$ cat config.mk
export PLATFORM = sky130hd
export DESIGN_NAME = esb_host
export DESIGN_NICKNAME = d
export VERILOG_FILES = /design/src/rtl/esb_pkg.sv /design/src/rtl/esb_host.sv
export SDC_FILE = /design/constraint.sdc
export NUM_CORES = 1
export LEC_CHECK = 0
export BUFFER_PORTS_ARGS = -buffer_cell sky130_fd_sc_hd__buf_2
export CORE_MARGIN = 2
export CORE_UTILIZATION = 52
export DETAILED_ROUTE_END_ITERATION = 8
export GPL_TIMING_DRIVEN = 0
export PLACE_DENSITY = 0.74
export REMOVE_ABC_BUFFERS = 1
export SYNTH_ARGS = -nofsm -noshare
export SYNTH_HDL_FRONTEND = slang
export SYNTH_SLANG_ARGS = --single-unit
$ cat constraint.sdc
create_clock -name CLK_SYS -period 2.5 [get_ports CLK_SYS]
set_input_delay 0.25 -clock CLK_SYS [delete_from_list [all_inputs] [get_ports CLK_SYS]]
set_output_delay 0.25 -clock CLK_SYS [all_outputs]
set_load 0.02 [all_outputs]
$ cat src/rtl/esb_pkg.sv
package esb_pkg;

  localparam int ADDR_W = 26;
  localparam int DATA_W = 16;

  // Flash command codes and unlock addresses (word addresses)
  localparam logic [15:0] CMD_UNLOCK1     = 16'h00aa;
  localparam logic [15:0] CMD_UNLOCK2     = 16'h0055;
  localparam logic [15:0] CMD_ERASE_SETUP = 16'h0080;
  localparam logic [15:0] CMD_CHIP_ERASE  = 16'h0010;
  localparam logic [15:0] CMD_BLOCK_ERASE = 16'h0030;
  localparam logic [15:0] CMD_SUSPEND     = 16'h00b0;
  localparam logic [15:0] CMD_RESUME      = 16'h0030;
  localparam logic [15:0] CMD_READ_RESET  = 16'h00f0;
  localparam logic [15:0] CMD_BLANK_CHECK = 16'h00eb;
  localparam logic [15:0] CMD_BLANK_CONF  = 16'h0076;
  localparam logic [15:0] CMD_EXIT_BYP1   = 16'h0090;
  localparam logic [15:0] CMD_EXIT_BYP2   = 16'h0000;
  localparam logic [15:0] CMD_EXIT_EXT    = 16'h0090;
  localparam logic [15:0] CMD_AUTOSEL     = 16'h0090;
  localparam logic [25:0] ADDR_UNLOCK1    = 26'h0000555;
  localparam logic [25:0] ADDR_UNLOCK2    = 26'h00002aa;
  localparam logic [25:0] ADDR_PROT_OFS   = 26'h0000002;

  // Polling bits of the device status word
  localparam int POLL_DONE_BIT = 7;
  localparam int POLL_FAIL_BIT = 5;

  // Controller register offsets
  localparam logic [3:0] REG_CTRL   = 4'h0;
  localparam logic [3:0] REG_ADDR   = 4'h1;
  localparam logic [3:0] REG_STATUS = 4'h2;
  localparam logic [3:0] REG_RDATA  = 4'h3;

  // Control word fields
  localparam int CTRL_CMD_LSB = 0;
  localparam int CTRL_HV_BIT  = 4;
  localparam int CTRL_WP_BIT  = 5;
  localparam int CTRL_BYP_BIT = 6;
  localparam int CTRL_EXT_BIT = 7;

  // Bus timing: 250 MHz system clock
  localparam int CLK_PS     = 4000;
  localparam int T_WE_NS    = 50;
  localparam int T_RD_NS    = 110;
  localparam int WE_CYC     = (T_WE_NS * 1000 + CLK_PS - 1) / CLK_PS;
  localparam int RD_CYC     = (T_RD_NS * 1000 + CLK_PS - 1) / CLK_PS;
  localparam int CNT_W      = 8;

  typedef enum logic [3:0] {
    OP_NONE    = 4'h0,
    OP_BERASE  = 4'h1,
    OP_CERASE  = 4'h2,
    OP_SUSPEND = 4'h3,
    OP_RESUME  = 4'h4,
    OP_BLANK   = 4'h5,
    OP_RESET   = 4'h6,
    OP_PROTRD  = 4'h7
  } esb_op_t;

  typedef enum logic [2:0] {
    ST_IDLE  = 3'b000,
    ST_WRITE = 3'b001,
    ST_GAP   = 3'b010,
    ST_POLL  = 3'b011,
    ST_READ  = 3'b100,
    ST_DONE  = 3'b101
  } esb_state_t;

  typedef struct packed {
    logic        ce_n;
    logic        oe_n;
    logic        we_n;
    logic [25:0] addr;
    logic [15:0] dq_o;
    logic        dq_oe_n;
  } esb_pins_t;

  typedef struct packed {
    logic [25:0] addr;
    logic [15:0] data;
  } esb_cycle_t;

endpackage : esb_pkg

$ cat src/rtl/esb_host.sv
// The register offsets and the strobed register port were chosen for this implementation.
module esb_host #(
  parameter int POLL_LIMIT = 4000
) (
  input  wire logic                  CLK_SYS,
  input  wire logic                  NRST,
  input  wire logic                  CE,
  input  wire logic [3:0]            ADDR,
  input  wire logic [31:0]           WDATA,
  input  wire logic                  WR,
  input  wire logic                  RD,
  output logic      [31:0]           RDATA,
  output logic                       F_CE_N,
  output logic                       F_OE_N,
  output logic                       F_WE_N,
  output logic      [25:0]           F_ADDR,
  output logic      [15:0]           F_DQ_O,
  output logic                       F_DQ_OE_N,
  input  wire logic [15:0]           F_DQ_I,
  output logic                       F_HV_EN,
  output logic                       F_WP_HIGH
);

  esb_pkg::esb_state_t state_reg;
  esb_pkg::esb_op_t    op_reg;
  esb_pkg::esb_cycle_t seq [0:5];
  logic [2:0]          seq_len_reg;
  logic [2:0]          seq_idx_reg;
  logic [esb_pkg::CNT_W-1:0] cnt_reg;
  logic [31:0]         poll_cnt_reg;
  logic [25:0]         tgt_reg;
  logic [7:0]          ctrl_reg;
  logic                busy_reg;
  logic                fail_reg;
  logic                timeout_reg;
  logic                susp_reg;
  logic                chip_run_reg;
  logic                err_hold_reg;
  logic                refused_reg;
  logic [15:0]         rdata_word_reg;
  logic                suspend_ok;
  logic                resume_ok;
  logic                start;
  esb_pkg::esb_op_t    req_op;
  logic                byp;

  assign req_op = esb_pkg::esb_op_t'(WDATA[3:0]);
  // Bypass from high voltage shortens erase to two writes
  assign byp = ctrl_reg[esb_pkg::CTRL_HV_BIT] | ctrl_reg[esb_pkg::CTRL_BYP_BIT];
  // Chip erase cannot be suspended; request refused and flagged
  assign suspend_ok = busy_reg & (op_reg == esb_pkg::OP_BERASE) & ~chip_run_reg;
  // Resume only once bypass/extended modes left and no error pending
  // Flags of the resume write itself; the stored word lags one cycle
  assign resume_ok = susp_reg & ~busy_reg & ~err_hold_reg
                   & ~WDATA[esb_pkg::CTRL_BYP_BIT]
                   & ~WDATA[esb_pkg::CTRL_EXT_BIT];
  assign start = CE & WR & (ADDR == esb_pkg::REG_CTRL) & (state_reg == esb_pkg::ST_IDLE);

  // Command cycle table built from op and mode
  always_comb begin
    for (int i = 0; i < 6; i++) begin
      seq[i] = '{addr: esb_pkg::ADDR_UNLOCK1, data: esb_pkg::CMD_READ_RESET};
    end
    unique case (op_reg)
      esb_pkg::OP_BERASE, esb_pkg::OP_CERASE: begin
        if (byp) begin
          seq[0] = '{addr: tgt_reg, data: esb_pkg::CMD_ERASE_SETUP};
          seq[1] = '{addr: tgt_reg, data: (op_reg == esb_pkg::OP_CERASE) ?
                     esb_pkg::CMD_CHIP_ERASE : esb_pkg::CMD_BLOCK_ERASE};
        end else begin
          seq[0] = '{addr: esb_pkg::ADDR_UNLOCK1, data: esb_pkg::CMD_UNLOCK1};
          seq[1] = '{addr: esb_pkg::ADDR_UNLOCK2, data: esb_pkg::CMD_UNLOCK2};
          seq[2] = '{addr: esb_pkg::ADDR_UNLOCK1, data: esb_pkg::CMD_ERASE_SETUP};
          seq[3] = '{addr: esb_pkg::ADDR_UNLOCK1, data: esb_pkg::CMD_UNLOCK1};
          seq[4] = '{addr: esb_pkg::ADDR_UNLOCK2, data: esb_pkg::CMD_UNLOCK2};
          seq[5] = '{addr: (op_reg == esb_pkg::OP_CERASE) ? esb_pkg::ADDR_UNLOCK1 : tgt_reg,
                     data: (op_reg == esb_pkg::OP_CERASE) ?
                     esb_pkg::CMD_CHIP_ERASE : esb_pkg::CMD_BLOCK_ERASE};
        end
      end
      esb_pkg::OP_SUSPEND: seq[0] = '{addr: tgt_reg, data: esb_pkg::CMD_SUSPEND};
      esb_pkg::OP_RESUME:  seq[0] = '{addr: tgt_reg, data: esb_pkg::CMD_RESUME};
      esb_pkg::OP_BLANK: begin
        seq[0] = '{addr: tgt_reg, data: esb_pkg::CMD_BLANK_CHECK};
        seq[1] = '{addr: tgt_reg, data: esb_pkg::CMD_BLANK_CONF};
      end
      esb_pkg::OP_PROTRD: begin
        seq[0] = '{addr: esb_pkg::ADDR_UNLOCK1, data: esb_pkg::CMD_UNLOCK1};
        seq[1] = '{addr: esb_pkg::ADDR_UNLOCK2, data: esb_pkg::CMD_UNLOCK2};
        seq[2] = '{addr: esb_pkg::ADDR_UNLOCK1, data: esb_pkg::CMD_AUTOSEL};
      end
      default: ;
    endcase
  end

  // Control word; mode bits steer bypass and the high-voltage/protect pins
  always_ff @(posedge CLK_SYS) begin
    if (!NRST) begin
      ctrl_reg <= 8'h00;
      tgt_reg  <= 26'h0000000;
    end else if (CE && WR) begin
      if (ADDR == esb_pkg::REG_CTRL) begin
        ctrl_reg <= WDATA[7:0];
      end else if (ADDR == esb_pkg::REG_ADDR) begin
        tgt_reg <= WDATA[25:0];
      end
    end
  end

  // Pin levels: high voltage only while a chip erase runs
  always_ff @(posedge CLK_SYS) begin
    if (!NRST) begin
      F_HV_EN   <= 1'b0;
      F_WP_HIGH <= 1'b0;
    end else if (CE) begin
      // Raised before the command writes so the device is in bypass
      F_HV_EN   <= (start & (req_op == esb_pkg::OP_CERASE) & WDATA[esb_pkg::CTRL_HV_BIT])
                   | (ctrl_reg[esb_pkg::CTRL_HV_BIT] & (state_reg != esb_pkg::ST_IDLE)
                      & (op_reg == esb_pkg::OP_CERASE));
      F_WP_HIGH <= ctrl_reg[esb_pkg::CTRL_WP_BIT];
    end
  end

  // Sequencer
  always_ff @(posedge CLK_SYS) begin
    if (!NRST) begin
      state_reg    <= esb_pkg::ST_IDLE;
      op_reg       <= esb_pkg::OP_NONE;
      seq_idx_reg  <= 3'h0;
      seq_len_reg  <= 3'h0;
      cnt_reg      <= '0;
      poll_cnt_reg <= 32'h00000000;
      busy_reg     <= 1'b0;
      fail_reg     <= 1'b0;
      timeout_reg  <= 1'b0;
      refused_reg  <= 1'b0;
      // Suspend forgotten on reset; software must re-erase that block
      susp_reg     <= 1'b0;
      chip_run_reg <= 1'b0;
      err_hold_reg <= 1'b0;
      rdata_word_reg <= 16'h0000;
      F_CE_N       <= 1'b1;
      F_OE_N       <= 1'b1;
      F_WE_N       <= 1'b1;
      F_ADDR       <= 26'h0000000;
      F_DQ_O       <= 16'h0000;
      F_DQ_OE_N    <= 1'b1;
    end else if (CE) begin
      unique case (state_reg)
        esb_pkg::ST_IDLE: begin
          if (start) begin
            refused_reg <= 1'b0;
            op_reg      <= req_op;
            seq_idx_reg <= 3'h0;
            // Suspend/resume gated by suspend_ok/resume_ok; OP_NONE dropped
            if ((req_op == esb_pkg::OP_SUSPEND && !suspend_ok) ||
                (req_op == esb_pkg::OP_RESUME && !resume_ok) ||
                (req_op == esb_pkg::OP_NONE)) begin
              refused_reg <= (req_op != esb_pkg::OP_NONE);
            end else begin
              unique case (req_op)
                esb_pkg::OP_BERASE, esb_pkg::OP_CERASE:
                  // Table follows the new control word; length must too
                  seq_len_reg <= (WDATA[esb_pkg::CTRL_HV_BIT] | WDATA[esb_pkg::CTRL_BYP_BIT]) ?
                                 3'h2 : 3'h6;
                esb_pkg::OP_BLANK: seq_len_reg <= 3'h2;
                esb_pkg::OP_PROTRD: seq_len_reg <= 3'h3;
                default: seq_len_reg <= 3'h1;
              endcase
              state_reg <= esb_pkg::ST_WRITE;
              cnt_reg   <= '0;
              if (req_op == esb_pkg::OP_RESET) begin
                err_hold_reg <= 1'b0;
                fail_reg     <= 1'b0;
              end
            end
          end
        end
        esb_pkg::ST_WRITE: begin
          F_CE_N    <= 1'b0;
          F_WE_N    <= 1'b0;
          F_DQ_OE_N <= 1'b0;
          F_ADDR    <= seq[seq_idx_reg].addr;
          F_DQ_O    <= seq[seq_idx_reg].data;
          cnt_reg   <= cnt_reg + 1'b1;
          if (cnt_reg == esb_pkg::CNT_W'(esb_pkg::WE_CYC)) begin
            F_WE_N    <= 1'b1;
            cnt_reg   <= '0;
            state_reg <= esb_pkg::ST_GAP;
          end
        end
        esb_pkg::ST_GAP: begin
          F_DQ_OE_N <= 1'b1;
          F_CE_N    <= 1'b1;
          if (seq_idx_reg + 3'h1 < seq_len_reg) begin
            seq_idx_reg <= seq_idx_reg + 3'h1;
            state_reg   <= esb_pkg::ST_WRITE;
          end else begin
            unique case (op_reg)
              esb_pkg::OP_BERASE, esb_pkg::OP_CERASE, esb_pkg::OP_BLANK: begin
                busy_reg     <= 1'b1;
                chip_run_reg <= (op_reg == esb_pkg::OP_CERASE);
                poll_cnt_reg <= 32'h00000000;
                state_reg    <= esb_pkg::ST_POLL;
              end
              esb_pkg::OP_SUSPEND: begin
                susp_reg  <= 1'b1;
                busy_reg  <= 1'b0;
                state_reg <= esb_pkg::ST_IDLE;
              end
              esb_pkg::OP_RESUME: begin
                susp_reg     <= 1'b0;
                busy_reg     <= 1'b1;
                op_reg       <= esb_pkg::OP_BERASE;
                poll_cnt_reg <= 32'h00000000;
                state_reg    <= esb_pkg::ST_POLL;
              end
              esb_pkg::OP_PROTRD: begin
                F_ADDR    <= tgt_reg | esb_pkg::ADDR_PROT_OFS;
                state_reg <= esb_pkg::ST_READ;
              end
              default: state_reg <= esb_pkg::ST_IDLE;
            endcase
          end
        end
        esb_pkg::ST_POLL: begin
          // Any read during erase/blank check gives the polling word
          F_CE_N  <= 1'b0;
          F_OE_N  <= 1'b0;
          F_ADDR  <= tgt_reg;
          cnt_reg <= cnt_reg + 1'b1;
          // Suspend is the one request taken while not idle
          if (WR && ADDR == esb_pkg::REG_CTRL &&
              req_op == esb_pkg::OP_SUSPEND && !suspend_ok) begin
            refused_reg <= 1'b1;
          end
          if (WR && ADDR == esb_pkg::REG_CTRL &&
              req_op == esb_pkg::OP_SUSPEND && suspend_ok) begin
            F_OE_N    <= 1'b1;
            op_reg    <= esb_pkg::OP_SUSPEND;
            seq_len_reg <= 3'h1;
            seq_idx_reg <= 3'h0;
            cnt_reg   <= '0;
            state_reg <= esb_pkg::ST_WRITE;
          end else if (cnt_reg == esb_pkg::CNT_W'(esb_pkg::RD_CYC)) begin
            cnt_reg        <= '0;
            F_OE_N         <= 1'b1;
            rdata_word_reg <= F_DQ_I;
            poll_cnt_reg   <= poll_cnt_reg + 32'h00000001;
            if (F_DQ_I[esb_pkg::POLL_DONE_BIT]) begin
              busy_reg     <= 1'b0;
              chip_run_reg <= 1'b0;
              state_reg    <= esb_pkg::ST_DONE;
            end else if (F_DQ_I[esb_pkg::POLL_FAIL_BIT]) begin
              // Failed blocks or non-blank block: device holds error
              fail_reg     <= 1'b1;
              err_hold_reg <= 1'b1;
              busy_reg     <= 1'b0;
              chip_run_reg <= 1'b0;
              state_reg    <= esb_pkg::ST_DONE;
            end else if (poll_cnt_reg == POLL_LIMIT) begin
              timeout_reg <= 1'b1;
              busy_reg    <= 1'b0;
              state_reg   <= esb_pkg::ST_DONE;
            end
          end
        end
        esb_pkg::ST_READ: begin
          F_OE_N  <= 1'b0;
          F_CE_N  <= 1'b0;
          cnt_reg <= cnt_reg + 1'b1;
          if (cnt_reg == esb_pkg::CNT_W'(esb_pkg::RD_CYC)) begin
            rdata_word_reg <= F_DQ_I;
            cnt_reg        <= '0;
            op_reg         <= esb_pkg::OP_RESET;
            seq_len_reg    <= 3'h1;
            seq_idx_reg    <= 3'h0;
            F_OE_N         <= 1'b1;
            state_reg      <= esb_pkg::ST_WRITE;
          end
        end
        esb_pkg::ST_DONE: begin
          F_CE_N    <= 1'b1;
          F_OE_N    <= 1'b1;
          state_reg <= esb_pkg::ST_IDLE;
        end
        default: state_reg <= esb_pkg::ST_IDLE;
      endcase
    end
  end

  // Register read port, data one cycle later
  always_ff @(posedge CLK_SYS) begin
    if (!NRST) begin
      RDATA <= 32'h00000000;
    end else if (CE && RD) begin
      unique case (ADDR)
        esb_pkg::REG_CTRL:   RDATA <= {24'h000000, ctrl_reg};
        esb_pkg::REG_ADDR:   RDATA <= {6'h00, tgt_reg};
        esb_pkg::REG_STATUS: RDATA <= {24'h000000, susp_reg, chip_run_reg, err_hold_reg,
                                       refused_reg, timeout_reg, fail_reg,
                                       state_reg != esb_pkg::ST_IDLE, busy_reg};
        esb_pkg::REG_RDATA:  RDATA <= {16'h0000, rdata_word_reg};
        default:             RDATA <= 32'h00000000;
      endcase
    end
  end

endmodule : esb_host

; ---- Word level (Yosys, flattened, before mapping)
; Cells that the tools add are included.
; Widths: inputs -> output; s select.
[op_classes]
bitwise_logic = 27
div_mod_pow = 0
n_reduce_logical = 54
eq_ne = 46
order_cmp = 2
n_shift = 0
add_sub_neg = 3
n_mux = 92
mul = 0
[op_table]
columns = op, count
row1 = $pmux 42 s5, 1
row2 = $mux 133, 1
row3 = $mux 32, 4
row4 = $bmux 42 s3, 1
row5 = $mux 126, 1
row6 = $pmux 42 s3, 1
row7 = $pmux 26 s4, 1
row8 = $mux 42, 2
row9 = $mux 84, 1
row10 = $pmux 42 s2, 1
row11 = $mux 26, 3
row12 = $pmux 26 s3, 1
row13 = $pmux 32 s2, 1
row14 = $mux 3, 18
row15 = $mux 8, 5
row16 = $reduce_and 7->1, 5
row17 = $add 32x1->32 const B, 1
row18 = $eq 32x12->1 const B, 1
row19 = $mux 16, 2
row20 = $ne 2x2->1 const B, 16
row21 = $pmux 16 s2, 1
row22 = $pmux 8 s4, 1
row23 = $eq 4x3->1 const B, 7
row24 = $mux 1, 25
row25 = 45 further kinds, 123
[word_totals]
reg_bits = 189
memories = 0
rom_bits = 0
wordCells = 248
mem_bits_rw = 0
latchBits = 0

; ---- Logic depth before layout (Yosys ltp)
; Gate-level depths: netlist (run 1).
[logic_depth]
ltp_word = 12
ltp_mapped = 13
ltp_nobuf = 9

; ---- Worst setup path after synthesis (run 1)
; OpenSTA, ideal clock, no wires.
[synth_timing]
path_type = register -> register
start = register seq_idx_reg[2]
end = register F_ADDR[15]
period_less_slack_ns = 2.667
path_stages_with_launch = 14
setup_ns = 0.117
path_slack_ns = -0.167
t_arrival_ns = 2.550
t_required_ns = 2.383
path_cell_list = dfxtp_1 -> clkbuf_1 -> xor2_1 -> ha_1 -> a21oi_1 -> o21a_1 -> buf_2 -> nor3_1 -> o21a_1 -> clkbuf_1 -> and3_1 -> buf_4 -> buf_6 -> a22o_1
[synth_between]
elab_chain_cells = 5
word_cells_on_any_way = 9
[synth_rtl]
columns = item, line_no
row1 = "start, declared", esb_host.sv:28  ; logic [2:0] seq_idx_reg;
row2 = "start signal, assigned", esb_host.sv:196  ; seq_idx_reg <= seq_idx_reg + 3'h1;
row3 = "parallel branches: the longest is 5 deep, another holds $add 3x1->3", --
row4 = "end signal, assigned", esb_host.sv:183  ; F_ADDR <= seq[seq_idx_reg].addr;
row5 = "end signal, assigned", esb_host.sv:219  ; F_ADDR <= tgt_reg | esb_pkg::ADDR_PROT_OFS;
row6 = "end signal, assigned", esb_host.sv:230  ; F_ADDR <= tgt_reg;
row7 = "end, declared", esb_host.sv:16  ; output logic [25:0] F_ADDR,
; Parallel ways; which one is timed is not known. The select of a mux whose other input is x is not followed.
; A chain may end at the register's enable or synchronous reset.

; ---- Worst setup path in the final report (run 1)
[layout_timing]
start = register seq_idx_reg[0]
end = register F_ADDR[25]
; Same word-level chain as after synthesis.

==> results.md, run 1 <==
- Status: completed
- Worst-Skew Late Latency: 0.44 ns
- Hold crit path type: in -> reg
- Final setup TNS: 0 ns
- Most frequent cells in the layout: dfxtp_1, nand2_1, nor2_1
- Bufs and invs on worst path: 1
- Synth Register Bits: 175
- Die height: 133.5 um
- Clk buf depth: 2
- Grt ovf: 0
- Synth top area share: 40.18%
- Crit path DAT: 2.88 ns
- Reg2Reg Capture Point: F_ADDR[25]
- Fin crit share: 99.68%
- Fillers: 1396
- Synthesized instance count: approximately 1000
- Initial DRC count: 621
- Max Cap Viol: 0
- Vias in the first global route: 7262
- Highest-delay cell along the critical path: dfxtp_4
- Largest net degree at the start of global routing: about 110
- Critical Path Fanout Max: 15
- Top_reg_cell synth: dfxtp_1
- Die area: 17820 sq um
- Max VDD drop: ~0.00050 V
- # DRC: 0
- CTS buffer count: 17
- CP Capture Type: flop
- Largest stage delay on the critical path: between 0.3 and 0.4 ns
- Layout cell share with drive strength beyond 1: 22.61%
- Routed WL per cell: 17.62 um
- Number of antenna violations at the first check in global routing: 2
- Synth unique cells: 83
- Final hold violation count: 0
- Post-synth ARST share: 0%
- R2r startpoint: seq_idx_reg[0]
- CP Data Required Time: 2.89 ns
- Slew @ Worst Pin: 1.179 ns
- ANT nets after route: 0
- TritonCTS Sinks: 175
- # H-tree levels: 4
- Syn. warnings: 0
- Synth-to-layout area growth: 19.42%
- Row count: 47
- RSZ-0062 raised after global routing: true
- Fin nets: approximately 1200
- Clock-pin slew on the worst setup and hold paths: ~0.08 ns
- Commonest non-fill, non-tap cell in the layout: dfxtp_1
- Rel. slew slack: 21.19%
- Routability congestion estimate: between 0.8 and 0.9
- Core Region: 16470 sq um
- Sequential cell area fraction in the yosys report: 40.18%
- Die width: around 130 um
- Fmax: between 400 and 500 MHz
- CTS tree: done
- Finish-stage setup viols: 0
- CP most frequent cell: o21a_4
- Port Buffers: 116
- WL final: 23840 um
- Number of synthesized flops with an enable pin: 0
- Area occupied by multi-input gates: 5069 sq um
- First-pass GRT wire length: about 37000 um
- CP Cell Sequence: ha_4, xor2_1, ha_1, nand2_2, o21a_4, buf_6, nor3_4, o21a_4, and3_4, a22o_1
- Synthesized area: between 8000 and 9000 sq um
- Endpoint, Worst Hold: tgt_reg[16]
- Final Util: 63.23%
- FF+latch area: about 3500 sq um
- Pwr per Cell Area: 562.0 nW/um^2
- Root buf cell: clkbuf_16
- Avg Inst Size Synth: 8.440 sq um
- Drt pass-1 iters: 5
- Leakage: 3.956 nW
- Hold Path Origin: WDATA[16]
- Worst Setup Start Kind: flop
- CP top delay family: compound AO/OA/AOI/OAI gates
- # IOs: 137
- Cell accounting for the most synthesized area: dfxtp_1
- Via count: 8130
- Max reg flops: 32
- DR vias/cell: 6.009
- All-Layer GR Usage: about a quarter
- Synth area leaders: dfxtp_1, nand2_1, nor2_1
- Tmin final: 2.492 ns
- Reg2Reg Depth: 10
- Crit path kind: reg -> reg
- R2r setup slk: 0.008 ns
- Post-DP HPWL: 15270 um
- Hold Crit Depth: 3
- Final slew viol count: 0
- Fin Hold WS: slightly below 0.04 ns
- Clock skew: ~0.012 ns
- Initial core utilization: 52.95%
synthesized netlist by cell type, drive strengths merged (5+ instances only):
cell type and count:
nand2b 8, a22oi 21, o21ai 36, nor2 121, a22o 15, a21oi 88, clkbuf 48, nor3b 6
nand4 15, ha 8, or4 11, nor4 14, nor4b 10, nand2 121, mux4 8, dfxtp 175
or2 7, or3 9, xnor2 27, nor3 35, and3 7, o31ai 5, buf 41, nand3 30
inv 18, and2 8, nor2b 7, mux2i 41, a31oi 8, o221a 8
tightest hold or removal path, delay by kind of cell:
family | cells | cell delay [ns]
buf+inv | 1 | 0.09
compound gates | 1 | 0.05
simple gates | 1 | 0.04
per-layer routing:
metal  GRT usage [%]  vias to the layer above  wire length [um]
met1           33.41                     3869             10140
met3           4.947                       66              1519
met4           11.35                        2               802
met5               0                        -                 7
met2           42.10                      320             11380
li1                -                     3873                 -
power by group:
| group | internal (mW) | switching (mW) |
|---|---|---|
| clock network | 1.36 | 1.34 |
| logic | 0.114 | 0.224 |
| registers | 2.79 | 0.0187 |
through the flow:
stage          instance area [sq um]  std cells  power (mW)  setup WS (ns)
2_1_floorplan                   8314        957       3.036         -1.501
3_3_place_gp                    9170       1293       3.173         -3.034
3_5_place_dp                    9245       1296       3.185         -1.554
4_1_cts                        10120       1344       5.853       -0.02052
5_1_grt                        10410       1352       6.039       -0.09831
6_report                       10410       1353       5.851       0.007910
repair_timing:
action,CTS,global route
endpoints found under the hold margin,0,0
gates resized for setup,35,39
endpoints found under the setup margin,115,63
setup buffers,16,9
hold buffers,0,0
pin swaps,5,26
cell type report:
cell class	instances	share of cell area, %
tap	220	2.644
clock inverter	15	1.767
clock buffer	17	4.086
multi-input combinational	763	48.68
sequential	175	33.85
inverter	19	0.7331
timing repair buffer	143	8.208
antenna	1	0.02404
kinds of logic after synthesis:
kind of cell | share of synthesized area [%]
adder cells (fa/ha/maj) | 1.148
multiplexers | 6.774
buffers and inverters | 6.013
XOR/XNOR | 2.813
flip-flops | 40.18
other | 0.04301
AND/OR/NAND/NOR | 25.14
AO/OA/AOI/OAI | 17.88
worst max-delay path by stage:
stage / end / startpoint / cells past startpoint
floorplan: poll_cnt_reg[22] / seq_idx_reg[0] / 9
finish: F_ADDR[25] / seq_idx_reg[0] / 10
global route: chip_run_reg / seq_idx_reg[0] / 9
CTS: poll_cnt_reg[30] / seq_idx_reg[0] / 11
detailed placement: F_ADDR[25] / seq_idx_reg[0] / 9
global placement: F_ADDR[23] / NRST / 4
Power figures use the tool's default switching activity.
==> inputs of run 2 (changes only) <==
==> constraint.sdc (replaced) <==
create_clock -name CLK_SYS -period 2.5 [get_ports CLK_SYS]
set_input_delay 0.625 -clock CLK_SYS [delete_from_list [all_inputs] [get_ports CLK_SYS]]
set_output_delay 0.625 -clock CLK_SYS [all_outputs]
set_load 0.02 [all_outputs]
==> run 2 against run 1 <==
Compared with the run above: the flow now finishes with violations (negative setup slack); global-route usage increased by 0.88 points; via count increased by 1.7%; register-to-register slack got worse by 0.07 ns; sequential share of layout area decreased by 0.63 points; critical path depth increased by 2; maximum frequency decreased by 2.9%; core utilization increased by 1.2 points; clock skew about the same; largest cell class unchanged.
==> results.md, run 2 (synthesized netlist as in run 1, its figures left out) <==
- Reg2Reg Capture Point: poll_cnt_reg[6]
- Crit path DAT: 2.91 ns
- Worst Setup Start Kind: flop
- CP Capture Type: flop
- # H-tree levels: 4
- Post-Place Worst Slack: -1.554 ns
- Hold buffers post-CTS: 0
- Post-DP HPWL: 15270 um
- # IOs: 137
- Endpoint, Worst Hold: rdata_word_reg[10]
- Fin crit share: 102.6%
- Finish-stage setup viols: 5
- Failing checks: negative setup slack
- CP Data Required Time: 2.84 ns
- Worst-Skew Late Latency: around 0.45 ns
- CTS buffer count: 17
- Reg2Reg Depth: 12
- Port Buffers: 116
- First-pass GRT wire length: 38060 um
- Largest stage delay on the critical path: approximately 0.36 ns
- Status: complete, but fails checks
- Root buf cell: clkbuf_16
- Placed Area: 9245 sq um
- Tmin final: 2.566 ns
- Met2 Usage GRT: 43.96%
- Net Sw Frac: around 27%
- Drt pass-1 iters: 6
- Commonest non-fill, non-tap cell in the layout: dfxtp_1
- Pwr Total: 5.882 mW
- Layout cell share with drive strength beyond 1: 24.21%
- TritonCTS Sinks: between 150 and 200
- R2r setup slk: -0.07 ns
- Number of antenna violations at the first check in global routing: 3
- Final Cell Area: 10610 sq um
- Clock skew: around 0.012 ns
- All-Layer GR Usage: 26.69%
- Die height: 133.5 um
- Bufs and invs on worst path: 3
- Initial core utilization: a little over half
- Die area: 17820 sq um
- Flop pwr share: 47.8%
- Max reg flops: 32
- Clock-pin slew on the worst setup and hold paths: 0.08 ns
- Row count: 47
- CP Cell Sequence: ha_4, xor2_1, ha_1, a21oi_2, o21a_4, buf_6, a2bb2oi_4, buf_12, buf_4, and4bb_1, xnor2_1, nor2_1
- RSZ-0062 raised after global routing: true
- Initial DRC count: 580
- Fin nets: 1192
- Rel. slew slack: a little under half
- CTS tree: done
- Pwr per Cell Area: 554.3 nW/um^2
- Routed WL per cell: about 18 um
- # DRC: 0
- DR vias/cell: approximately 6.1
- Final worst slack: -0.06600 ns
- R2r startpoint: seq_idx_reg[0]
- Internal: ~4.3 mW
- Met1 Track Usage GR: 34.02%
- Critical Path Fanout Max: 8
- Via count: 8268
- Clock Power Share: between 40% and 50%
- Highest-delay cell along the critical path: dfxtp_4
- Hold Crit Depth: 3
- Max Cap Viol: 0
- Most frequent cells in the layout: dfxtp_1, nand2_1, nor2_1
- Logic gate share of total power: under 10%
- Leakage: 4.163 nW
- WL final: 24630 um
- GRT Max-Usage Layer: met2
- Max VDD drop: 0.0005074 V
- Crit path kind: reg -> reg
- Slew @ Worst Pin: 0.7842 ns
- CP top delay family: compound AO/OA/AOI/OAI gates
- Met3 Resource Use GR: 5.137%
- Final Util: around 64%
- Core Region: 16470 sq um
- Vias in the first global route: 7428
- Clk buf depth: 2
- Grt ovf: 0
- Routability congestion estimate: 0.8981
- Synth-to-layout area growth: 21.73%
- Sw power: roughly 1.6 mW
- Hold crit path type: in -> reg
- Final slew viol count: 0
- Die width: 133.5 um
- Fmax: approximately 390 MHz
- Final setup TNS: -0.1589 ns
- Final hold violation count: 0
- ANT nets after route: 0
- Hold Path Origin: F_DQ_I[10]
- Largest net degree at the start of global routing: 107
[run 2: timing repair]
action,4_1_cts,5_1_grt
buffers inserted,23,6
setup endpoints to repair,118,70
resized for setup,55,35
gates cloned,3,1
pin swaps,14,45
[run 2: tightest hold or removal path: stages]
cell and delay (ns):
buf_2 0.07, mux2i_1 0.05, nor2_1 0.07
[run 2: layer usage]
layer / up-vias / part of all wire, %
met5: - / 0.085
met4: 4 / 4.0
met3: 91 / 6.8
met2: 376 / 48
met1: 3890 / 41
li1: 3907 / -
[run 2: cell type report]
| class | instances | area, sq um |
|---|---|---|
| Fill cell | 1350 | 5853 |
| Multi-Input combinational cell | 765 | 5156 |
| Clock inverter | 15 | 183.9 |
| Timing Repair Buffer | 149 | 959.7 |
| Clock buffer | 17 | 425.4 |
| Tap cell | 220 | 275.3 |
| Antenna cell | 1 | 2.502 |
| Sequential cell | 175 | 3526 |
| Inverter | 19 | 83.83 |
[run 2: worst max path at each step]
stage	startpoint	to	slack, ns	cells past startpoint
final	seq_idx_reg[0]	poll_cnt_reg[6]	-0.07	12
after global routing	seq_idx_reg[1]	poll_cnt_reg[3]	-0.13	12
after CTS	seq_idx_reg[1]	poll_cnt_reg[10]	-0.002	12
after detailed placement	seq_idx_reg[0]	F_ADDR[25]	-1.55	9
after global placement	NRST	F_ADDR[23]	-3.41	4
after floorplan	seq_idx_reg[0]	poll_cnt_reg[22]	-1.50	9
[run 2: power groups by stage]
stage	clock network, mW	registers (mW)	logic [mW]
2_1_floorplan	0	2.88	0.153
3_3_place_gp	0	2.88	0.293
3_5_place_dp	0	2.88	0.304
4_1_cts	2.72	2.81	0.342
5_1_grt	2.86	2.81	0.386
6_report	2.71	2.81	0.363
[run 2: per-stage QoR]
step                      hold WS [ns]  std cells
final                           0.4125       1361
after global routing            0.4112       1360
after CTS                       0.4030       1354
after detailed placement        0.4445       1296
after global placement          0.4354       1293
after floorplan                 0.4351        957
